--- config.mk ---
export PLATFORM = sky130hd
export DESIGN_NAME = waveform_output_timing
export DESIGN_NICKNAME = d
export VERILOG_FILES = /design/src/verilog/waveform_output_timing_pkg.sv /design/src/verilog/waveform_output_timing.sv
export VERILOG_INCLUDE_DIRS = /design/src /design/src/verilog
export SDC_FILE = /design/constraint.sdc
export NUM_CORES = 1
export LEC_CHECK = 0
export BUFFER_PORTS_ARGS = -buffer_cell sky130_fd_sc_hd__buf_4
export CORE_MARGIN = 5
export CORE_UTILIZATION = 55
export DETAILED_ROUTE_END_ITERATION = 12
export GPL_ROUTABILITY_DRIVEN = 0
export PLACE_DENSITY_LB_ADDON = 0.2
export SLEW_MARGIN = 20
export SYNTH_ARGS = -nofsm -noshare
export SYNTH_HDL_FRONTEND = slang
export SYNTH_SLANG_ARGS = --single-unit
--- constraint.sdc ---
create_clock -name mclk -period 3.8 [get_ports mclk]
set_input_delay 0.38 -clock mclk [delete_from_list [all_inputs] [get_ports mclk]]
set_output_delay 0.38 -clock mclk [all_outputs]
set_load 0.02 [all_outputs]
--- src/verilog/waveform_output_timing_map.svh ---
// Operation
// One strobe per period updates all channels
// Routed update strobe active high by default
// Strobe divided from timebase; timebase never output
// Three internal timebases for oversampling modules
// No choice: fastest internal timebase selected
// Update rate is timebase over integer
// Start on trigger, else software command
// Programmable start delay with internal timebase
// Rising or falling start edge selectable
// Start sources: host, terminals, input triggers
// Routed start trigger is active-high pulse
// Analog event start on first configured edge
// Host runs analog input task for threshold
// Pause suppresses updates, lets current finish
// New pause applies from next period
// Internal timebase: resume at pause release
// Other source: resume on next strobe edge
// Pause level high or low selectable
// Analog event pause at configured level
// Sync triggers; reload divider on task start
`ifndef WAVEFORM_OUTPUT_TIMING_MAP_SVH
`define WAVEFORM_OUTPUT_TIMING_MAP_SVH
`define TB_SEL_10M 2'h0
`define TB_SEL_12M8 2'h1
`define TB_SEL_13M1 2'h2
`define TB_SEL_AUTO 2'h3
`define SRC_SOFTWARE 3'h0
`define SRC_TERMINAL 3'h1
`define SRC_IN_REF 3'h2
`define SRC_IN_START 3'h3
`define SRC_ANALOG 3'h4
`define SRC_INTERNAL 3'h5
`define SRC_NONE 3'h7
`define DIV_RESET 24'h00_0001
`endif

--- src/verilog/waveform_output_timing_pkg.sv ---
package waveform_output_timing_pkg;
  typedef enum logic [2:0] {
    ST_IDLE = 3'b001,
    ST_ARMED = 3'b010,
    ST_RUN = 3'b100
  } gen_state_t;
  typedef struct packed {
    logic terminal;
    logic in_ref;
    logic in_start;
    logic analog;
    logic internal_sig;
  } trig_in_t;
endpackage
--- src/verilog/waveform_output_timing.sv ---
`timescale 1ns/1ns
`default_nettype none
`include "waveform_output_timing_map.svh"
module waveform_output_timing #(
  parameter int DIV_W = 24,
  parameter int DLY_W = 24
) (
  input wire logic mclk,
  input wire logic rst,
  input wire logic tb_int_10m, // Internal timebase ticks, mclk domain pulses
  input wire logic tb_int_12m8,
  input wire logic tb_int_13m1,
  input wire logic tb_external, // From a pin, asynchronous
  input wire logic tb_use_external,
  input wire logic [1:0] tb_select,
  input wire logic [DIV_W-1:0] update_divisor,
  input wire logic [DLY_W-1:0] start_delay,
  input wire logic task_arm,
  input wire logic task_stop,
  input wire logic sw_start_cmd,
  input wire logic [2:0] start_source,
  input wire logic start_falling,
  input wire logic [2:0] pause_source,
  input wire logic pause_active_low,
  input wire waveform_output_timing_pkg::trig_in_t trig_pins,
  input wire logic strobe_invert,
  output logic output_update_strobe,
  output logic output_update_strobe_terminal,
  output logic generation_start_trigger,
  output logic generation_paused,
  output logic generation_running
);
  // Two-stage synchronisers for asynchronous trigger and timebase pins
  logic [5:0] sync1_q;
  logic [5:0] sync2_q;
  logic [5:0] async_in;
  assign async_in = {tb_external, trig_pins};
  // One synchroniser per pin bit; only the second stage is read downstream
  for (genvar i = 0; i < 6; i++) begin : g_sync
    always_ff @(posedge mclk) begin
      if (rst) begin
        sync1_q[i] <= 1'b0;
        sync2_q[i] <= 1'b0;
      end else begin
        sync1_q[i] <= async_in[i];
        sync2_q[i] <= sync1_q[i];
      end
    end
  end

  logic ext_tb_q;
  always_ff @(posedge mclk) begin
    if (rst) begin
      ext_tb_q <= 1'b0;
    end else begin
      ext_tb_q <= sync2_q[5];
    end
  end
  // Rising edge of the synchronised pin is one external tick
  // Pin rate must stay below mclk/2 or ticks are lost
  logic ext_tb_tick;
  assign ext_tb_tick = sync2_q[5] & ~ext_tb_q;

  // Timebase select; auto picks the fastest internal one
  logic tb_tick;
  always_comb begin
    if (tb_use_external) begin
      tb_tick = ext_tb_tick;
    end else begin
      case (tb_select)
        `TB_SEL_10M: tb_tick = tb_int_10m;
        `TB_SEL_12M8: tb_tick = tb_int_12m8;
        `TB_SEL_13M1: tb_tick = tb_int_13m1;
        default: tb_tick = tb_int_13m1;
      endcase
    end
  end

  // Start source mux
  // Unused source codes read low, so they can never start a task
  logic start_level;
  always_comb begin
    case (start_source)
      `SRC_TERMINAL: start_level = sync2_q[4];
      `SRC_IN_REF: start_level = sync2_q[3];
      `SRC_IN_START: start_level = sync2_q[2];
      `SRC_ANALOG: start_level = sync2_q[1];
      `SRC_INTERNAL: start_level = sync2_q[0];
      default: start_level = 1'b0;
    endcase
  end
  logic start_level_q;
  always_ff @(posedge mclk) begin
    if (rst) begin
      start_level_q <= 1'b0;
    end else begin
      start_level_q <= start_level;
    end
  end
  logic start_edge;
  logic hw_start;
  // Edge polarity chosen by configuration
  assign start_edge = start_falling ? (start_level_q & ~start_level)
                                    : (~start_level_q & start_level);
  // No trigger configured or host pulse: software command starts
  assign hw_start = (start_source == `SRC_SOFTWARE || start_source == `SRC_NONE) ?
                    sw_start_cmd : start_edge;

  // Pause source mux, level sensitive
  // Unused codes read high: with active-high pause a bad setting holds output still
  logic pause_raw;
  always_comb begin
    case (pause_source)
      `SRC_TERMINAL: pause_raw = sync2_q[4];
      `SRC_IN_REF: pause_raw = sync2_q[3];
      `SRC_IN_START: pause_raw = sync2_q[2];
      `SRC_ANALOG: pause_raw = sync2_q[1];
      `SRC_INTERNAL: pause_raw = sync2_q[0];
      default: pause_raw = 1'b1;
    endcase
  end
  logic pause_now;
  assign pause_now = (pause_source == `SRC_NONE) ? 1'b0 : (pause_raw ^ pause_active_low);

  // Generation state machine; a stop in the same cycle as a start sends it to idle, but generation_start_trigger still pulses
  waveform_output_timing_pkg::gen_state_t state_q;
  waveform_output_timing_pkg::gen_state_t state_d;
  logic [DLY_W-1:0] delay_cnt_q;
  logic [DLY_W-1:0] delay_cnt_d;
  logic [DIV_W-1:0] div_cnt_q;
  logic [DIV_W-1:0] div_cnt_d;
  logic period_end;
  logic delay_done;
  logic run_start;
  assign period_end = tb_tick && (div_cnt_q <= `DIV_RESET);
  assign delay_done = (delay_cnt_q == '0);
  assign run_start = (state_q == waveform_output_timing_pkg::ST_ARMED) && hw_start;

  // Next state: arm from idle, start only while armed
  always_comb begin
    state_d = state_q;
    case (state_q)
      waveform_output_timing_pkg::ST_IDLE: begin
        if (task_arm) begin
          state_d = waveform_output_timing_pkg::ST_ARMED;
        end
      end
      waveform_output_timing_pkg::ST_ARMED: begin
        if (hw_start) begin
          state_d = waveform_output_timing_pkg::ST_RUN;
        end
      end
      waveform_output_timing_pkg::ST_RUN: begin
        state_d = waveform_output_timing_pkg::ST_RUN;
      end
      default: begin
        state_d = waveform_output_timing_pkg::ST_IDLE;
      end
    endcase
  end

  // Rearming needs a stop first, so a stray arm cannot restart a task
  always_ff @(posedge mclk) begin
    if (rst || task_stop) begin
      state_q <= waveform_output_timing_pkg::ST_IDLE;
    end else begin
      state_q <= state_d;
    end
  end

  // Start delay in timebase ticks, honoured only with an internal timebase
  always_comb begin
    delay_cnt_d = delay_cnt_q;
    if (run_start) begin
      delay_cnt_d = tb_use_external ? '0 : start_delay;
    end else if (!delay_done && tb_tick) begin
      delay_cnt_d = delay_cnt_q - 1'b1;
    end
  end
  always_ff @(posedge mclk) begin
    if (rst) begin
      delay_cnt_q <= '0;
    end else begin
      delay_cnt_q <= delay_cnt_d;
    end
  end

  // Pause entered only at period boundaries, released in any cycle, so no period is cut short
  logic pause_q;
  logic pause_d;
  logic resume_wait_q;
  logic resume_wait_d;
  logic running;
  logic pause_release;
  assign running = (state_q == waveform_output_timing_pkg::ST_RUN) && delay_done;
  assign pause_release = pause_q && !pause_now;
  always_comb begin
    pause_d = pause_q;
    if (running && period_end && pause_now) begin
      pause_d = 1'b1;
    end else if (pause_release) begin
      pause_d = 1'b0;
    end
  end
  always_ff @(posedge mclk) begin
    if (rst || run_start) begin
      pause_q <= 1'b0;
    end else begin
      pause_q <= pause_d;
    end
  end

  // External timebase: after release wait one more strobe edge
  always_comb begin
    resume_wait_d = resume_wait_q;
    if (pause_release && tb_use_external) begin
      resume_wait_d = 1'b1;
    end else if (resume_wait_q && period_end) begin
      resume_wait_d = 1'b0;
    end
  end
  always_ff @(posedge mclk) begin
    if (rst || run_start) begin
      resume_wait_q <= 1'b0;
    end else begin
      resume_wait_q <= resume_wait_d;
    end
  end

  // Divider reload on task start and on internal resume
  // Internal resume gives a full period: even spacing traded for latency
  logic strobe_fire;
  assign strobe_fire = running && period_end && !pause_now && !pause_q && !resume_wait_q;
  always_comb begin
    div_cnt_d = div_cnt_q;
    if (pause_release && !tb_use_external) begin
      div_cnt_d = update_divisor;
    end else if (running && tb_tick) begin
      div_cnt_d = period_end ? update_divisor : div_cnt_q - 1'b1;
    end
  end
  always_ff @(posedge mclk) begin
    if (rst || run_start) begin
      div_cnt_q <= update_divisor;
    end else begin
      div_cnt_q <= div_cnt_d;
    end
  end

  // Registered outputs; the timebase itself never leaves the block
  // Update strobe to the output modules, one mclk wide
  always_ff @(posedge mclk) begin
    if (rst) begin
      output_update_strobe <= 1'b0;
    end else begin
      output_update_strobe <= strobe_fire;
    end
  end

  // Terminal copy, active high unless inverted
  always_ff @(posedge mclk) begin
    if (rst) begin
      output_update_strobe_terminal <= 1'b0;
    end else begin
      output_update_strobe_terminal <= strobe_fire ^ strobe_invert;
    end
  end

  // Start pulse for terminal routing, one cycle high
  always_ff @(posedge mclk) begin
    if (rst) begin
      generation_start_trigger <= 1'b0;
    end else begin
      generation_start_trigger <= run_start;
    end
  end

  // Paused also covers the wait for a strobe edge after release
  always_ff @(posedge mclk) begin
    if (rst) begin
      generation_paused <= 1'b0;
    end else begin
      generation_paused <= pause_q | resume_wait_q;
    end
  end

  // Running only once the start delay has expired
  always_ff @(posedge mclk) begin
    if (rst) begin
      generation_running <= 1'b0;
    end else begin
      generation_running <= running;
    end
  end
endmodule
`default_nettype wire

==> results of run 1 <==
-- worst paths after layout --
path,from,to,depth (start not counted)
setup / recovery,delay_cnt_q[10],div_cnt_q[3],6
hold / removal,trig_pins[0],sync1_q[0],2
setup reg to reg,delay_cnt_q[10],div_cnt_q[3],6
hold reg to reg,sync1_q[2],sync2_q[2],1
-- power breakdown --
part,switching (mW),internal (mW)
clock,0.297,0.307
combinational,0.585,0.510
sequential,0.145,0.941
-- logic make-up (layout without fill, tap and decap cells) --
family | Yosys count | in the layout | share of synthesized area
simple gates | 164 | 164 | 0.2305
flops | 72 | 72 | 0.4221
compound gates | 71 | 71 | 0.1294
xor+xnor | 41 | 41 | 0.09014
mux | 31 | 31 | 0.08574
buf+inv | 30 | 108 | 0.02952
fa+ha+maj | 4 | 4 | 0.01256
-- cell usage in the layout (no fill, tap or decap), drive strengths merged, types with 5 or more instances in the layout --
| cell | count |
|---|---|
| a211oi | 18 |
| a21oi | 23 |
| buf | 82 |
| clkbuf | 10 |
| dfxtp | 48 |
| edfxtp | 24 |
| inv | 12 |
| mux2 | 25 |
| mux2i | 6 |
| nand2 | 20 |
| nand3 | 10 |
| nand4 | 5 |
| nor2 | 29 |
| nor2b | 18 |
| nor3 | 23 |
| nor3b | 6 |
| nor4 | 16 |
| o2111ai | 5 |
| o211ai | 6 |
| or2 | 5 |
| or3 | 9 |
| or4 | 8 |
| xnor2 | 23 |
| xor2 | 18 |
-- through the flow --
| stage | utilization | cell area, sq um | cells | worst slack [ps] | power [mW] |
|---|---|---|---|---|---|
| 2_1_floorplan | - | 3984 | 413 | 355.6 | 1.941 |
| 3_3_place_gp | 0.6515 | 4649 | 574 | 780.6 | 2.139 |
| 3_5_place_dp | 0.6515 | 4649 | 574 | 731.9 | 2.168 |
| 4_1_cts | 0.6788 | 4845 | 590 | 719.4 | 2.791 |
| 5_1_grt | 0.6788 | 4845 | 590 | 631.9 | 2.998 |
| 6_report | 0.6788 | 4845 | 590 | 717.6 | 2.784 |
-- layout make-up --
cell class	count	area (sq um)	share of cell area
clock buffers	10	127.6	0.02634
clock inverters	6	67.56	0.01395
inverters	10	37.54	0.007748
multi-input cells	311	2191	0.4522
flip-flops and latches	72	1682	0.3471
well taps	99	123.9	0.02557
repair buffers	82	615.6	0.1271
-- critical path, delay by kind of cell (launching register included) --
family                 cells  cell delay [ps]
AND/OR/NAND/NOR            4             2000
flip-flops                 1              330
buffers and inverters      1              330
AO/OA/AOI/OAI              1              100
-- sequential cells by signal (all words and copies together) (netlist names), 3 cells and up --
| name | count |
|---|---|
| delay_cnt_q | 24 |
| div_cnt_q | 24 |
| state_q | 3 |
| sync1_q | 6 |
| sync2_q | 6 |
-- layer usage --
metal	wire length, microns	share of wire	track usage	vias to the layer above
met5	0	0	0	-
met4	96	0.011	0.05168	0
met3	441	0.050	0.06551	10
met2	4591	0.53	0.3691	58
met1	3604	0.41	0.2363	1523
li1	-	-	-	1671
==> results_dict.tcl, run 1 <==
set metrics [dict create \
    status "complete, no violations" \
    drc 0 \
    grt_antenna_before_repair 0 \
    synthArstFlopShare 0 \
    clock_latency_ps 350 \
    postSynthAreaPerCell_sq_um 9.646 \
    max_slew_margin 0.5192 \
    cap_violations 0 \
    finalNetCount 564 \
    cts_tree "built" \
    first_iter_violations 161 \
    postCtsSetupBuffers 0 \
    synth_top_cell_area_share 0.2412 \
    numCtsBuffers 9 \
    ir_drop_mv 0.3091 \
    area_growth_pct 21.61 \
    grt_use_total 0.2059 \
    startpoint_type "flop" \
    drive_gt1_frac 0.2790 \
    via_count 3262 \
    layout_worst_path_cycle_share 0.8112 \
    grt_overflow_total 0 \
    die_x_microns 95.11 \
    fin_crit_ps 3082 \
    critPathMaxFanout 24 \
    yosysSeqAreaShare 0.4221 \
    synth_area_leaders "dfxtp_1 24%, edfxtp_1 18%, mux2_2 7.1%" \
    htree_num_levels 3 \
    fmax_mhz 324.4 \
    die_area_sq_mm 0.009045 \
    hold_buffers 0 \
    portBuffers 78 \
    crit_path_top_delay_cell "or4_1" \
    num-fill-cells 613 \
    rsz0062_at_grt "no" \
    synth-seq-cells 72 \
    cts.path.max_buffers 2 \
    num_io_pins 79 \
    row_count 31 \
    coreArea_sq_mm 0.007137 \
    wirelength_microns 8734 \
    post_drt_wl_per_cell_microns 14.80 \
    synth_area_leader_cell "dfxtp_1" \
    clockRootBuffer "clkbuf_8" \
    critical-path-max-stage-delay_ps 660 \
    synth_common_cells "48 x dfxtp_1, 28 x nor2_1, 25 x mux2_2" \
    start_util 0.5582 \
    final-setup-viol-count 0 \
    ant_nets 0 \
    p_leak_nw 1.865 \
    via_per_inst 5.529 \
    crit_required_ps 3820 \
    grt_first_pass_wirelength_microns 14870 \
    crit_chain "or4_4, or4_1, or4_4, nand2b_1, o2111ai_2, buf_4" \
    end_kind "flop" \
    grt_max_degree 48 \
    fin_setup_tns_ps 0 \
    clock_skew_ps 11.69 \
    finalHoldViolations 0 \
    synth-edff-count 24 \
    hp-class "in -> reg" \
    synth_area_sq_mm 0.003984 \
    clk_pin_slew_ps 80 \
    yosys_warnings 0 \
    power.density_mw_per_mm2 574.7 \
    r2r_slack_ps 720 \
    grt_pass1_vias 3293 \
    synth_cells 413 \
    place_hpwl_microns 6319 \
    fp.dieH_microns 95.11 \
    ys_types 53 \
    drt_pass1_iterations 4 \
    ys.flop_type "dfxtp_1" \
    crit_type "reg -> reg" \
    critPathMostFrequentCell "or4_4" \
    worstPathArrival_ps 3100 \
    whs_ps 248.4 \
    synthesis.nets 491 \
    antenna_cells 0 \
    numClockSinks 72 \
    cts_repair_resize_count 0 \
    tightest_slew_ps 720.4 \
    yosysMostFrequentCell "dfxtp_1" \
    slew_viol_final 0 \
]
Power figures use the tool's default switching activity.
==> run 2, diff against run 1 <==
Clock period 3.8 ns to 3.16 ns, I/O delays scaled along.
==> results_dict.tcl, run 2 (synthesis gave the netlist of run 1 again) <==
set metrics [dict create \
    top_regs "delay_cnt_q: 24 flops, div_cnt_q: 24 flops" \
    clock_skew_ps 6.297 \
    numClockSinks 72 \
    pre_cts_slack_ps 318.6 \
    numCtsBuffers 9 \
    grt_first_pass_wirelength_microns 14910 \
    r2r-end "div_cnt_q[21]" \
    cts_tree "built" \
    critical-path-max-stage-delay_ps 570 \
    finalNetCount 572 \
    power.density_mw_per_mm2 699.2 \
    grt_max_degree 48 \
    antenna_cells 0 \
    grt_use_met1 0.2559 \
    timing.rr.start "delay_cnt_q[10]" \
    grt_use_total 0.2101 \
    end_kind "flop" \
    wirelength_microns 9106 \
    grt_pass1_vias 3262 \
    final_common_cell "buf_4" \
    fin_ws_ps 302.3 \
    rsz0062_at_grt "no" \
    critPathMostFrequentCell "or4_4" \
    finalHoldViolations 0 \
    fin_crit_ps 2858 \
    portBuffers 78 \
    max_slew_margin 0.5284 \
    area_growth_pct 23.05 \
    crit_chain "or4_4, or4_1, or4_4, nand2b_1, o2111ai_2, buf_12" \
    crit_buf_inv 1 \
    min_path_cells 2 \
    start_util 0.5582 \
    grt_overflow_total 0 \
    clockRootBuffer "clkbuf_8" \
    first_iter_violations 166 \
    post_drt_wl_per_cell_microns 15.23 \
    r2r_slack_ps 300 \
    crit_type "reg -> reg" \
    clk_pin_slew_ps 70 \
    hp-start "tb_external" \
    cts.path.max_buffers 2 \
    hold_buffers 0 \
    met2_usage 0.3627 \
    place_hpwl_microns 6569 \
    cap_violations 0 \
    status "complete, no violations" \
    num_io_pins 79 \
    crit_path_top_delay_cell "or4_4" \
    min_to "sync1_q[5]" \
    cts_repair_resize_count 0 \
    fmax_mhz 349.9 \
    fin_setup_tns_ps 0 \
    crit_required_ps 3210 \
    drc 0 \
    fp.dieH_microns 95.11 \
    via_count 3332 \
    top_usage_layer "met2" \
    layout_worst_path_cycle_share 0.9043 \
    drt_pass1_iterations 4 \
    coreArea_sq_mm 0.007137 \
    startpoint_type "flop" \
    slew_viol_final 0 \
    critPathMaxFanout 24 \
    final-setup-viol-count 0 \
    clock_latency_ps 340 \
    reg2reg_depth 6 \
    grt_antenna_before_repair 0 \
    ant_nets 0 \
    die_area_sq_mm 0.009045 \
    ir_drop_mv 0.3221 \
    hp-class "in -> reg" \
    met3_usage 0.05762 \
    die_x_microns 95.11 \
    postCtsSetupBuffers 0 \
    row_count 31 \
    drive_gt1_frac 0.2866 \
    tightest_slew_ps 707.5 \
    layout_common_cells "89 x buf_4, 48 x dfxtp_1, 28 x nor2_1" \
    via_per_inst 5.572 \
    p_leak_nw 1.908 \
    worstPathArrival_ps 2900 \
    htree_num_levels 3 \
    final_util 0.6869 \
    cp_top_family "simple AND/OR/NAND/NOR gates" \
]
## run 2: changes by cell type in the layout (fill, tap and decap cells not counted)
cell        before  now
buf_4           82   89
inv_6            2    0
clkbuf_1         1    3
clkinvlp_4       2    0
clkinv_2         1    3
buf_12           0    1
## run 2: worst max path at each step
| stage | cells after the start | endpoint | startpoint |
|---|---|---|---|
| after floorplan | 8 | div_cnt_q[0] | start_source[0] |
| after global placement | 6 | div_cnt_q[4] | delay_cnt_q[10] |
| after detailed placement | 6 | div_cnt_q[12] | delay_cnt_q[10] |
| after CTS | 6 | div_cnt_q[12] | delay_cnt_q[10] |
| after global routing | 6 | div_cnt_q[10] | delay_cnt_q[10] |
| final | 6 | div_cnt_q[21] | delay_cnt_q[10] |
## run 2: stage by stage
step / instance area [sq um] / total power, mW / instances / hold slack [ps]
5_1_grt: 4902 / 3.643 / 598 / 201.0
2_1_floorplan: 3990 / 2.334 / 413 / 413.8
3_3_place_gp: 4722 / 2.669 / 582 / 415.9
6_report: 4902 / 3.428 / 598 / 190.7
3_5_place_dp: 4722 / 2.710 / 582 / 423.3
4_1_cts: 4902 / 3.419 / 598 / 181.1
## run 2: layout make-up
class / count / area, sq um
fill: 580 / 2235
multi-input combinational: 311 / 2191
sequential: 72 / 1682
timing repair buffer: 90 / 688.2
clock buffer: 12 / 135.1
tap: 99 / 123.9
clock inverter: 4 / 45.04
inverter: 10 / 37.54
## run 2: worst register-to-register path, stage by stage (launching register included)
cell and delay (ps):
dfxtp_1 330, or4_4 570, or4_1 550, or4_4 560, nand2b_1 200, o2111ai_2 120
buf_12 220
## run 2: metal layers
layer | routed length (microns) | part of all wire
met5 | 0 | 0
met4 | 84 | 0.0092
met3 | 500 | 0.055
met2 | 4560 | 0.50
met1 | 3961 | 0.43
## run 2: power breakdown
group	internal [mW]	leakage [nW]	switching [mW]
clock	0.362	0.0941	0.332
combinational	0.685	1.19	0.744
sequential	1.13	0.627	0.172
